<file path="src/rtl/cbwd_pkg.sv">
// constants and carrier types for the bridge window and bus-number decode
package cbwd_pkg;

  // configuration offsets (byte addresses)
  localparam logic [7:0] OFF_PRIMARY_BUS     = 8'h18;
  localparam logic [7:0] OFF_SECONDARY_BUS   = 8'h19;
  localparam logic [7:0] OFF_SUBORDINATE_BUS = 8'h1a;
  localparam logic [7:0] OFF_SEC_LATENCY     = 8'h1b;
  localparam logic [7:0] OFF_MEM_WIN0_BASE   = 8'h1c;
  localparam logic [7:0] OFF_MEM_WIN0_LIMIT  = 8'h20;
  localparam logic [7:0] OFF_MEM_WIN1_BASE   = 8'h24;
  localparam logic [7:0] OFF_MEM_WIN1_LIMIT  = 8'h28;
  localparam logic [7:0] OFF_IO_WIN0_BASE    = 8'h2c;
  localparam logic [7:0] OFF_IO_WIN0_LIMIT   = 8'h30;
  localparam logic [7:0] OFF_IO_WIN1_BASE    = 8'h34;
  localparam logic [7:0] OFF_IO_WIN1_LIMIT   = 8'h38;
  localparam logic [7:0] OFF_WIN_STRIDE      = 8'h08;

  // field positions
  localparam int MEM_ADDR_LSB = 12;
  localparam int IO_ADDR_LSB  = 2;
  localparam int IO_ADDR_MSB  = 15;
  localparam int IO_PAGE_LSB  = 16;

  // reset values
  localparam logic [7:0]  RST_BUS_NUMBER  = 8'h00;
  localparam logic [7:0]  RST_LATENCY     = 8'h00;
  localparam logic [19:0] RST_MEM_FIELD   = 20'h00000;
  localparam logic [13:0] RST_IO_FIELD    = 14'h0000;

  // low bits of io registers as selected by the general control bits, and the low fill patterns of io and memory limits
  localparam logic [1:0]  IO_LOW_SEL_CLR  = 2'b00;
  localparam logic [1:0]  IO_LOW_SEL_SET  = 2'b01;
  localparam logic [1:0]  IO_LOW_FILL     = 2'b11;
  localparam logic [11:0] MEM_LOW_FILL    = 12'hfff;

  // link clock rate derived from the core clock
  localparam int REF_CLK_MHZ  = 100;
  localparam int CCLK_MHZ     = 33;
  localparam int CCLK_DIV     = REF_CLK_MHZ / CCLK_MHZ;

  // one address decode request
  typedef struct packed {
    logic [31:0] addr;
    logic        is_mem;
    logic        is_io;
  } cbwd_req_type;

  // configuration access from the primary side
  typedef struct packed {
    logic [7:0]  addr;
    logic [3:0]  be;
    logic [31:0] wdata;
    logic        wr;
    logic        rd;
  } cbwd_cfg_type;

endpackage : cbwd_pkg

</file>
<file path="src/rtl/cbwd_decode.sv">
// configuration registers, window decode and latency timer of the card bridge
//
// Operation
// secondary bus number register, used in configuration forwarding decision
// subordinate bus number register, upper bound for configuration forwarding
// latency timer loads on initiator frame start, counts link clock cycles
// on expiry, initiated transaction ends at the next completed data phase
// host should program latency at least 20h
// memory base and limit bits 31-12 writable, 4 KB granularity
// memory base and limit bits 11-0 read zero, writes ignored
// memory windows claim primary cycles and steer secondary cycles upstream
// memory window with base and limit both zero claims nothing
// window 0 and 1 prefetchability follow bridge control bits 8 and 9
// io base upper half reads zero, window confined to first 64 KB page
// io base writable from bit 2, doubleword aligned
// io base low two bits read 00b or 01b by base select
// io limit bits 15-2 writable, bits 31-16 read zero
// io limit low two bits read 00b or 01b by limit select
// writes to read-only io limit bits leave values unchanged
// io window with base and limit both zero forwards nothing
// io windows claim primary cycles and steer secondary cycles upstream
// primary bus number register, reset zero, third forwarding input
// hit means base <= address <= limit with low bits filled
// bus above secondary up to subordinate goes beyond; equal goes to secondary
`timescale 1ns/1ps

module cbwd_decode #(
  parameter int CCLK_DIV = cbwd_pkg::CCLK_DIV
) (
  input  wire logic                  ref_clk,
  input  wire logic                  rst,
  // configuration access port
  input  wire cbwd_pkg::cbwd_cfg_type cfg,
  output logic [31:0]                cfg_rdata,
  output logic                       cfg_rvalid,
  // control bits held elsewhere in the bridge
  input  wire logic                  mem_window0_prefetchable,
  input  wire logic                  mem_window1_prefetchable,
  input  wire logic                  io_base_sel,
  input  wire logic                  io_limit_sel,
  // configuration cycle routing
  input  wire logic                  cfg_cycle_valid,
  input  wire logic [7:0]            cfg_cycle_bus,
  output logic                       cfg_to_primary,
  output logic                       cfg_to_secondary,
  output logic                       cfg_beyond_secondary,
  // primary-side claim
  input  wire cbwd_pkg::cbwd_req_type pri_req,
  output logic                       pri_claim,
  output logic                       pri_prefetch,
  output logic [1:0]                 pri_window_hit,
  // secondary-side upstream forward
  input  wire cbwd_pkg::cbwd_req_type sec_req,
  output logic                       sec_forward,
  // initiator latency timer
  input  wire logic                  init_frame_start,
  input  wire logic                  init_data_done,
  input  wire logic                  init_xfer_end,
  output logic                       lat_expired,
  output logic                       init_last_phase
);

  // configuration state
  logic [7:0]  primary_bus_q;
  logic [7:0]  secondary_bus_q;
  logic [7:0]  subordinate_bus_q;
  logic [7:0]  latency_q;
  logic [19:0] mem_base_q  [2];
  logic [19:0] mem_limit_q [2];
  logic [13:0] io_base_q   [2];
  logic [13:0] io_limit_q  [2];

  // merge byte lanes of a configuration write into an old word
  function automatic logic [31:0] merge_be(input logic [31:0] old,
                                           input logic [31:0] wd,
                                           input logic [3:0]  be);
    logic [31:0] res;
    res = old;
    for (int b = 0; b < 4; b++) begin
      if (be[b]) begin
        res[8*b +: 8] = wd[8*b +: 8];
      end
    end
    return res;
  endfunction : merge_be

  // readback word for a memory register: low field always zero
  function automatic logic [31:0] mem_word(input logic [19:0] f);
    return {f, 12'h000};
  endfunction : mem_word

  // readback word for an io register: page zero, low bits from select
  function automatic logic [31:0] io_word(input logic [13:0] f, input logic sel);
    return {16'h0000, f, sel ? cbwd_pkg::IO_LOW_SEL_SET : cbwd_pkg::IO_LOW_SEL_CLR};
  endfunction : io_word

  logic [7:0] dw_addr;
  logic       wr_bus_dw;
  logic [31:0] bus_dw_old;
  logic [31:0] bus_dw_new;

  assign dw_addr    = {cfg.addr[7:2], 2'b00};
  assign wr_bus_dw  = cfg.wr && (dw_addr == cbwd_pkg::OFF_PRIMARY_BUS);
  assign bus_dw_old = {latency_q, subordinate_bus_q, secondary_bus_q, primary_bus_q};
  assign bus_dw_new = merge_be(bus_dw_old, cfg.wdata, cfg.be);

  // bus numbers and latency share one doubleword, one byte lane each
  always_ff @(posedge ref_clk) begin
    if (rst) begin
      primary_bus_q     <= cbwd_pkg::RST_BUS_NUMBER;
      secondary_bus_q   <= cbwd_pkg::RST_BUS_NUMBER;
      subordinate_bus_q <= cbwd_pkg::RST_BUS_NUMBER;
      latency_q         <= cbwd_pkg::RST_LATENCY;
    end else if (wr_bus_dw) begin
      primary_bus_q     <= bus_dw_new[7:0];
      secondary_bus_q   <= bus_dw_new[15:8];
      subordinate_bus_q <= bus_dw_new[23:16];
      latency_q         <= bus_dw_new[31:24];
    end
  end

  // readback words of the window registers, the old word under a partial write
  logic [31:0] mem_base_rd   [2];
  logic [31:0] mem_limit_rd  [2];
  logic [31:0] io_base_rd    [2];
  logic [31:0] io_limit_rd   [2];
  // the same words with the lanes of the current write merged in
  logic [31:0] mem_base_wr   [2];
  logic [31:0] mem_limit_wr  [2];
  logic [31:0] io_base_wr    [2];
  logic [31:0] io_limit_wr   [2];
  // register selects; the two windows of a kind sit one stride apart
  logic [1:0]  sel_mem_base;
  logic [1:0]  sel_mem_limit;
  logic [1:0]  sel_io_base;
  logic [1:0]  sel_io_limit;

  // readback, merge and select for both windows
  always_comb begin
    for (int i = 0; i < 2; i++) begin
      mem_base_rd[i]   = mem_word(mem_base_q[i]);
      mem_limit_rd[i]  = mem_word(mem_limit_q[i]);
      io_base_rd[i]    = io_word(io_base_q[i], io_base_sel);
      io_limit_rd[i]   = io_word(io_limit_q[i], io_limit_sel);
      mem_base_wr[i]   = merge_be(mem_base_rd[i], cfg.wdata, cfg.be);
      mem_limit_wr[i]  = merge_be(mem_limit_rd[i], cfg.wdata, cfg.be);
      io_base_wr[i]    = merge_be(io_base_rd[i], cfg.wdata, cfg.be);
      io_limit_wr[i]   = merge_be(io_limit_rd[i], cfg.wdata, cfg.be);
      sel_mem_base[i]  = dw_addr == cbwd_pkg::OFF_MEM_WIN0_BASE + 8'(i) * cbwd_pkg::OFF_WIN_STRIDE;
      sel_mem_limit[i] = dw_addr == cbwd_pkg::OFF_MEM_WIN0_LIMIT + 8'(i) * cbwd_pkg::OFF_WIN_STRIDE;
      sel_io_base[i]   = dw_addr == cbwd_pkg::OFF_IO_WIN0_BASE + 8'(i) * cbwd_pkg::OFF_WIN_STRIDE;
      sel_io_limit[i]  = dw_addr == cbwd_pkg::OFF_IO_WIN0_LIMIT + 8'(i) * cbwd_pkg::OFF_WIN_STRIDE;
    end
  end

  // memory bases; only bits 31-12 are stored, so the low field cannot change
  always_ff @(posedge ref_clk) begin
    if (rst) begin
      for (int i = 0; i < 2; i++) begin
        mem_base_q[i] <= cbwd_pkg::RST_MEM_FIELD;
      end
    end else begin
      for (int i = 0; i < 2; i++) begin
        if (cfg.wr && sel_mem_base[i]) begin
          mem_base_q[i] <= mem_base_wr[i][31:cbwd_pkg::MEM_ADDR_LSB];
        end
      end
    end
  end

  // memory limits, stored the same way as the bases
  always_ff @(posedge ref_clk) begin
    if (rst) begin
      for (int i = 0; i < 2; i++) begin
        mem_limit_q[i] <= cbwd_pkg::RST_MEM_FIELD;
      end
    end else begin
      for (int i = 0; i < 2; i++) begin
        if (cfg.wr && sel_mem_limit[i]) begin
          mem_limit_q[i] <= mem_limit_wr[i][31:cbwd_pkg::MEM_ADDR_LSB];
        end
      end
    end
  end

  // io bases; page and select bits are not stored, so writes cannot move them
  always_ff @(posedge ref_clk) begin
    if (rst) begin
      for (int i = 0; i < 2; i++) begin
        io_base_q[i] <= cbwd_pkg::RST_IO_FIELD;
      end
    end else begin
      for (int i = 0; i < 2; i++) begin
        if (cfg.wr && sel_io_base[i]) begin
          io_base_q[i] <= io_base_wr[i][cbwd_pkg::IO_ADDR_MSB:cbwd_pkg::IO_ADDR_LSB];
        end
      end
    end
  end

  // io limits; read-only bits are rebuilt on readback, never stored
  always_ff @(posedge ref_clk) begin
    if (rst) begin
      for (int i = 0; i < 2; i++) begin
        io_limit_q[i] <= cbwd_pkg::RST_IO_FIELD;
      end
    end else begin
      for (int i = 0; i < 2; i++) begin
        if (cfg.wr && sel_io_limit[i]) begin
          io_limit_q[i] <= io_limit_wr[i][cbwd_pkg::IO_ADDR_MSB:cbwd_pkg::IO_ADDR_LSB];
        end
      end
    end
  end

  // read mux; unmapped offsets answer zero
  logic [31:0] rdata_d;
  always_comb begin
    rdata_d = 32'h00000000;
    unique case (dw_addr)
      cbwd_pkg::OFF_PRIMARY_BUS:    rdata_d = bus_dw_old;
      cbwd_pkg::OFF_MEM_WIN0_BASE:  rdata_d = mem_word(mem_base_q[0]);
      cbwd_pkg::OFF_MEM_WIN0_LIMIT: rdata_d = mem_word(mem_limit_q[0]);
      cbwd_pkg::OFF_MEM_WIN1_BASE:  rdata_d = mem_word(mem_base_q[1]);
      cbwd_pkg::OFF_MEM_WIN1_LIMIT: rdata_d = mem_word(mem_limit_q[1]);
      cbwd_pkg::OFF_IO_WIN0_BASE:   rdata_d = io_word(io_base_q[0], io_base_sel);
      cbwd_pkg::OFF_IO_WIN0_LIMIT:  rdata_d = io_word(io_limit_q[0], io_limit_sel);
      cbwd_pkg::OFF_IO_WIN1_BASE:   rdata_d = io_word(io_base_q[1], io_base_sel);
      cbwd_pkg::OFF_IO_WIN1_LIMIT:  rdata_d = io_word(io_limit_q[1], io_limit_sel);
      default:                      rdata_d = 32'h00000000;
    endcase
  end

  // read answer one cycle after the strobe
  always_ff @(posedge ref_clk) begin
    if (rst) begin
      cfg_rdata  <= 32'h00000000;
      cfg_rvalid <= 1'b0;
    end else begin
      cfg_rvalid <= cfg.rd;
      if (cfg.rd) begin
        cfg_rdata <= rdata_d;
      end
    end
  end

  // window hit test for one request; returns per-window mem and io hits
  function automatic logic [3:0] win_hits(input cbwd_pkg::cbwd_req_type r,
                                          input logic [19:0] mb0, input logic [19:0] ml0,
                                          input logic [19:0] mb1, input logic [19:0] ml1,
                                          input logic [13:0] ib0, input logic [13:0] il0,
                                          input logic [13:0] ib1, input logic [13:0] il1);
    logic [3:0] h;
    logic       page0;
    page0 = (r.addr[31:16] == 16'h0000);
    h[0] = r.is_mem && ((mb0 | ml0) != 20'h00000)
           && ({r.addr[31:12], 12'h000} >= {mb0, 12'h000})
           && (r.addr <= {ml0, cbwd_pkg::MEM_LOW_FILL});
    h[1] = r.is_mem && ((mb1 | ml1) != 20'h00000)
           && ({r.addr[31:12], 12'h000} >= {mb1, 12'h000})
           && (r.addr <= {ml1, cbwd_pkg::MEM_LOW_FILL});
    h[2] = r.is_io && page0 && ((ib0 | il0) != 14'h0000)
           && (r.addr[15:2] >= ib0) && (r.addr[15:2] <= il0);
    h[3] = r.is_io && page0 && ((ib1 | il1) != 14'h0000)
           && (r.addr[15:2] >= ib1) && (r.addr[15:2] <= il1);
    return h;
  endfunction : win_hits

  logic [3:0] pri_hits;
  logic [3:0] sec_hits;
  assign pri_hits = win_hits(pri_req, mem_base_q[0], mem_limit_q[0], mem_base_q[1], mem_limit_q[1],
                             io_base_q[0], io_limit_q[0], io_base_q[1], io_limit_q[1]);
  assign sec_hits = win_hits(sec_req, mem_base_q[0], mem_limit_q[0], mem_base_q[1], mem_limit_q[1],
                             io_base_q[0], io_limit_q[0], io_base_q[1], io_limit_q[1]);

  // registered decode answers; one cycle behind the request
  always_ff @(posedge ref_clk) begin
    if (rst) begin
      pri_claim      <= 1'b0;
      pri_prefetch   <= 1'b0;
      pri_window_hit <= 2'b00;
    end else begin
      pri_claim      <= |pri_hits;
      pri_prefetch   <= (pri_hits[0] && mem_window0_prefetchable)
                        || (pri_hits[1] && mem_window1_prefetchable);
      pri_window_hit <= {pri_hits[1] | pri_hits[3], pri_hits[0] | pri_hits[2]};
    end
  end

  // card cycles outside every window belong upstream
  always_ff @(posedge ref_clk) begin
    if (rst) begin
      sec_forward <= 1'b0;
    end else begin
      sec_forward <= (sec_req.is_mem || sec_req.is_io) && !(|sec_hits);
    end
  end

  // configuration cycle routing by bus number
  always_ff @(posedge ref_clk) begin
    if (rst) begin
      cfg_to_primary       <= 1'b0;
      cfg_to_secondary     <= 1'b0;
      cfg_beyond_secondary <= 1'b0;
    end else begin
      cfg_to_primary       <= cfg_cycle_valid && (cfg_cycle_bus == primary_bus_q);
      cfg_to_secondary     <= cfg_cycle_valid && (cfg_cycle_bus == secondary_bus_q);
      cfg_beyond_secondary <= cfg_cycle_valid && (cfg_cycle_bus > secondary_bus_q)
                              && (cfg_cycle_bus <= subordinate_bus_q);
    end
  end

  // link clock enable from a free-running divider
  localparam int DIV_W = (CCLK_DIV > 1) ? $clog2(CCLK_DIV) : 1;
  logic [DIV_W-1:0] div_q;
  logic             cclk_en;
  assign cclk_en = (div_q == DIV_W'(CCLK_DIV - 1));

  always_ff @(posedge ref_clk) begin
    if (rst || cclk_en) begin
      div_q <= '0;
    end else begin
      div_q <= div_q + DIV_W'(1);
    end
  end

  // latency timer; a zero setting expires at once
  logic [7:0] lat_cnt_q;
  logic       lat_active_q;

  always_ff @(posedge ref_clk) begin
    if (rst) begin
      lat_cnt_q    <= cbwd_pkg::RST_LATENCY;
      lat_active_q <= 1'b0;
    end else if (init_frame_start) begin
      lat_cnt_q    <= latency_q;
      lat_active_q <= 1'b1;
    end else if (init_xfer_end || init_last_phase) begin
      lat_active_q <= 1'b0;
    end else if (lat_active_q && cclk_en && lat_cnt_q != 8'h00) begin
      lat_cnt_q <= lat_cnt_q - 8'h01;
    end
  end

  assign lat_expired     = lat_active_q && (lat_cnt_q == 8'h00);
  // handshake term: the data phase completing now must be the last one
  assign init_last_phase = lat_expired && init_data_done;

endmodule : cbwd_decode

</file>
<file path="config.mk">
export PLATFORM = sky130hd
export DESIGN_NAME = cbwd_decode
export DESIGN_NICKNAME = d
export VERILOG_FILES = /design/src/rtl/cbwd_pkg.sv /design/src/rtl/cbwd_decode.sv
export SDC_FILE = /design/constraint.sdc
export NUM_CORES = 1
export LEC_CHECK = 0
export ABC_CLOCK_PERIOD_IN_PS = 2400
export BUFFER_PORTS_ARGS = -buffer_cell sky130_fd_sc_hd__buf_2
export CAP_MARGIN = 30
export CORE_MARGIN = 2
export CORE_UTILIZATION = 30
export DETAILED_ROUTE_END_ITERATION = 10
export PLACE_DENSITY = 0.51
export SLEW_MARGIN = 10
export SYNTH_ARGS = -nofsm -noshare
export SYNTH_HDL_FRONTEND = slang
export SYNTH_SLANG_ARGS = --single-unit
</file>
<file path="constraint.sdc">
create_clock -name ref_clk -period 2.4 [get_ports ref_clk]
set_clock_uncertainty 0.1 [all_clocks]
set_input_delay 0.24 -clock ref_clk [delete_from_list [all_inputs] [get_ports ref_clk]]
set_output_delay 0.24 -clock ref_clk [all_outputs]
set_load 0.005 [all_outputs]
</file>
# == After elaboration in Yosys (flattened, before gate mapping) ==
# Memory sizes are Yosys's and may differ from the RTL's.
# Index checks and enable logic that the tools add are counted.
# totals
reg_bits,84
out_inout_bits,43
input_bits,132
mem_bits_rw,136
memories,4
# classes
n_lt_le_gt_ge,18
bitwise_logic,14
n_addsub,2
mux,62
eq_ne,13
reduce_logical,68
# mem_list
memory,depth,width,read_ports,rd_ports_with_merged_regs,wr,line_no,source
mem_base_q,2,20,2,0,2,cbwd_decode.sv:68,logic [19:0] mem_base_q [2];
mem_limit_q,2,20,2,0,2,cbwd_decode.sv:69,logic [19:0] mem_limit_q [2];
io_base_q,2,14,2,0,2,cbwd_decode.sv:70,logic [13:0] io_base_q [2];
io_limit_q,2,14,2,0,2,cbwd_decode.sv:71,logic [13:0] io_limit_q [2];
# op_table
cell,n
32-bit case mux with 9 select lines,1
8-bit 2-to-1 mux,23
32-bit greater-or-equal comparator,4
32-bit less-or-equal comparator,4
20-bit 2-to-1 mux,4
14-bit greater-or-equal comparator,4
14-bit less-or-equal comparator,4
14-bit 2-to-1 mux,4
1-bit logical AND,46
"6-bit by 4-bit equality test with 1-bit output, second input constant",7
20-bit OR,2
20-bit nonzero test,2
16-bit logical NOT,2
1-bit 2-to-1 mux,30
14-bit OR,2
14-bit nonzero test,2
8-bit equality test,2
"6-bit by 3-bit equality test with 1-bit output, second input constant",2
1-bit OR,10
2-bit AND reduction,5
8-bit > comparator,1
8-bit less-or-equal comparator,1
8-bit logical NOT,1
8-bit nonzero test,1
8 further kinds,13

# == Depth between registers and ports, before layout ==
# An unclocked memory read counts as a cell.
# depth
word_depth,9
depth_mapped,10

# == Worst setup path after synthesis ==
# Ideal clock, no wire load.
# synth_timing
path_type,reg2reg
start,"mem mem_limit_q[1][7], in the netlist mem_limit_q[0][27]"
end,reg pri_prefetch
path_slack_ps,121
setup_time_ps,59
path_stages_with_launch,10
period_less_slack_ps,2279
required_time_ps,2241
n_path_buf,0
arrival_ps,2121
cell_sequence,edfxtp_1 -> inv_1 -> ha_1 -> and2_1 -> nand3_1 -> nor4_1 -> a221o_1 -> or3b_2 -> a211oi_1 -> a22o_1
# synth_lines
element,line_no,source
from (decl),cbwd_decode.sv:69,
to (signal assigned),cbwd_decode.sv:284,pri_prefetch <= (pri_hits[0] && mem_window0_prefetchable)
to (decl),cbwd_decode.sv:50,"output logic pri_prefetch,"

==> flow_metrics.env <==
export IMPL_rsz0062_at_grt="yes"
export IMPL_fin_util_pct=41.0
export IMPL_root_buffer="clkbuf_16"
export IMPL_syn_area_um2=16200
export IMPL_antenna_found_initial=3
export IMPL_critPathCaptureType="flip-flop"
export IMPL_crit_fanout=3
export IMPL_worst_path_stages=9
export IMPL_avgSynthCellArea_um2=9.27
export IMPL_cts_made_buffers=26
export IMPL_cts_tree="yes"
export IMPL_cpMostUsedCell="and4_4"
export IMPL_worst_slack_ps=-34.9
export IMPL_p_leak_uw=0.00998
export IMPL_netlist_instances=1752
export IMPL_finalHoldViolCount=0
export IMPL_path_delay_family="simple AND/OR/NAND/NOR gates"
export IMPL_slew_violations=0
export IMPL_cpPeakStageDelay_ps=400
export IMPL_path_cells="inv_2, ha_1, and4_4, and4_4, a22oi_1, o211ai_1, o31a_1, o2bb2ai_2, or3_1"
export IMPL_r2r_slack_ps=-30
export IMPL_whs_ps=17.6
export IMPL_rows=85
export IMPL_syn_to_final_growth_pct=35.4
export IMPL_power_density_nw_per_um2=512
export IMPL_wl_met3_mm=4.41
export IMPL_synth_edf_count=136
export IMPL_worstPathArrival_ps=2750
export IMPL_synth_nets=2174
export IMPL_violations="negative setup slack"
export IMPL_stdcell_area_um2=22000
export IMPL_core_area_um2=53700
export IMPL_path_buf_inv=1
export IMPL_clk_latency_ps=550
export IMPL_hold_path_class="input pin to flip-flop"
export IMPL_routed_wl_mm=67.4
export IMPL_drive_above_1_share_pct=29.1
export IMPL_timing_final_crit_share_pct=101
export IMPL_finalSetupViolCount=3
export IMPL_slew_headroom_pct=38.0
export IMPL_hold_depth=4
export IMPL_grt_start_max_net_pins=103
export IMPL_fin_nets=2670
export IMPL_met1_length_mm=33.4
export IMPL_final_common_cell="buf_4"
export IMPL_io_pins=175
export IMPL_ant_nets=0
export IMPL_finalPower_uw=11300
export IMPL_viasPerCell=5.28
export IMPL_slowest_stage="edfxtp_1"
export IMPL_wl_met2_mm=28.6
export IMPL_start_util_pct=30.2
export IMPL_ys_flop_type="edfxtp_1"
export IMPL_timing_fmax_mhz=411
export IMPL_numPortBuffers=172
export IMPL_startpoint_type="flip-flop"
export IMPL_final_cell_mix="304 x buf_4, 279 x ha_1, 170 x buf_2"
export IMPL_top_layer_used="met5"
export IMPL_cts_buffer_depth=3
export IMPL_r2r_cells=9
export IMPL_async_flop_share_pct=0
export IMPL_max_vdd_ir_drop_mv=0.596
export IMPL_htreeDepth=1
export IMPL_ys_warn_count=0
export IMPL_clock_sinks=220
export IMPL_grt_overflow_total=0
export IMPL_die_area_um2=56000
export IMPL_worstMarginPinSlew_ps=928
export IMPL_grt_pass1_vias=15643
export IMPL_drc=0
export IMPL_finalCriticalPeriod_ps=2430
export IMPL_ys_ff_latch=220
export IMPL_seq_area_frac_synth_pct=35.5
export IMPL_finalWeightedCongestion=0.938
export IMPL_critical_path_class="flip-flop to flip-flop"
export IMPL_dp_hpwl_mm=55.6
export IMPL_wl_per_cell_um=22.7
export IMPL_drt_iter0_markers=1268
export IMPL_grt_pass1_wl_mm=99.3
export IMPL_dpl_cell_area_um2=19900
export IMPL_die_height_um=237
export IMPL_drv_cap=0
export IMPL_status="complete, but fails checks"
export IMPL_die_w_um=237
export IMPL_num_vias=15672
export IMPL_synth_cell_types=71
export IMPL_drt_first_pass_iters=6
export IMPL_clk_pin_slew_ps=60
export IMPL_gr_usage_all_layers_pct=23.5
export IMPL_worstPathRequired_ps=2720
-- cells by family (layout without fill, tap and decap cells) --
logic type | count (synthesis) | count (layout) | synth area share, %
AND/OR/NAND/NOR | 559 | 559 | 17.6
flip-flops | 220 | 220 | 35.5
adder cells (fa/ha/maj) | 290 | 290 | 22.3
XOR/XNOR | 12 | 12 | 0.647
multiplexers | 54 | 54 | 3.34
AO/OA/AOI/OAI | 406 | 406 | 15.6
buffers and inverters | 211 | 727 | 4.98
other | 0 | 2 | 0
-- Yosys cell counts, types with 3 or more instances --
master / instances / area [um^2]
o31a_1: 5 / 43.8
nor2b_1: 8 / 50.1
nand4_1: 47 / 294
nand2_1: 150 / 563
or3_1: 6 / 37.5
o41ai_1: 4 / 35.0
o21ai_0: 52 / 260
nor4_1: 45 / 282
and4_1: 9 / 78.8
dfxtp_1: 84 / 1680
mux2i_1: 53 / 531
nor3b_1: 3 / 22.5
clkbuf_1: 38 / 143
and3_1: 23 / 144
a21oi_1: 180 / 901
o21bai_1: 8 / 60.1
ha_1: 290 / 3630
o2111ai_1: 4 / 35.0
a2111oi_0: 4 / 35.0
o21a_1: 6 / 45.0
buf_2: 12 / 60.1
xnor2_1: 4 / 35.0
nand2b_1: 12 / 75.1
a21o_1: 32 / 240
o22ai_1: 23 / 144
a221oi_1: 19 / 166
xor2_1: 8 / 70.1
edfxtp_1: 136 / 4080
and2_1: 52 / 325
a311oi_1: 4 / 35.0
nand3_1: 39 / 195
inv_1: 158 / 593
nor2_1: 120 / 450
a211o_1: 4 / 35.0
a41o_1: 8 / 80.1
nor3_1: 22 / 110
a31o_2: 7 / 61.3
a211oi_1: 10 / 75.1
a21boi_0: 3 / 22.5
a22oi_1: 18 / 135
-- worst min-delay path, cell delays in order --
cell and delay (ps):
buf_2 110, inv_1 80, nor2_1 110, a311oi_1 90
-- state kept, by name (all words and copies together) (netlist names) --
signal                cells
mem_base_q               40
mem_limit_q              40
cfg_rdata                32
io_base_q                28
io_limit_q               28
lat_cnt_q                 8
latency_q                 8
primary_bus_q             8
secondary_bus_q           8
subordinate_bus_q         8
div_q                     2
pri_window_hit            2
cfg_beyond_secondary      1
cfg_rvalid                1
cfg_to_primary            1
cfg_to_secondary          1
lat_active_q              1
pri_claim                 1
pri_prefetch              1
sec_forward               1
-- worst paths after layout --
check                                  startpoint          end
worst max-delay path            mem_limit_q[0][8]    pri_claim
worst min register to register           div_q[0]     div_q[0]
worst min-delay path                   sec_req[1]  sec_forward
worst max register to register  mem_limit_q[0][8]    pri_claim
-- metal layers --
layer	up-vias	track usage, %
met3	62	3.61
met4	4	4.22
met2	511	35.7
li1	7503	-
met1	7592	35.4
met5	-	0
-- metrics by stage --
| step | worst slack, ps | setup TNS (ps) | cells |
|---|---|---|---|
| floorplan | 121 | 0 | 1752 |
| global placement | -460 | -1800 | 2852 |
| detailed placement | -493 | -2050 | 2852 |
| CTS | -43.3 | -43.3 | 2958 |
| global route | -127 | -383 | 2965 |
| finish | -34.9 | -49.9 | 2966 |
-- power breakdown --
group          internal [uW]  switching (uW)  total, uW
Combinational           1120            1430       2550
Clock                   2730            1700       4430
Sequential              4160             128       4280
Total                   8000            3250      11300
-- layout make-up --
type	instances	area (um^2)
fill	5299	31700
sequential	220	5770
clock inverter	13	203
clock buffer	35	747
antenna	2	5.00
multi-input combinational	1321	10200
timing repair buffer	520	3640
tap	696	871
inverter	159	597
-- repair_timing --
item / in CTS / in global routing
setup endpoints to repair: 7 / 8
pin swaps: 28 / 27
endpoints found under the hold margin: 105 / 0
hold buffers: 40 / 0
resized for setup: 106 / 38
setup buffers: 18 / 7
(Power assumes the default switching activity.)
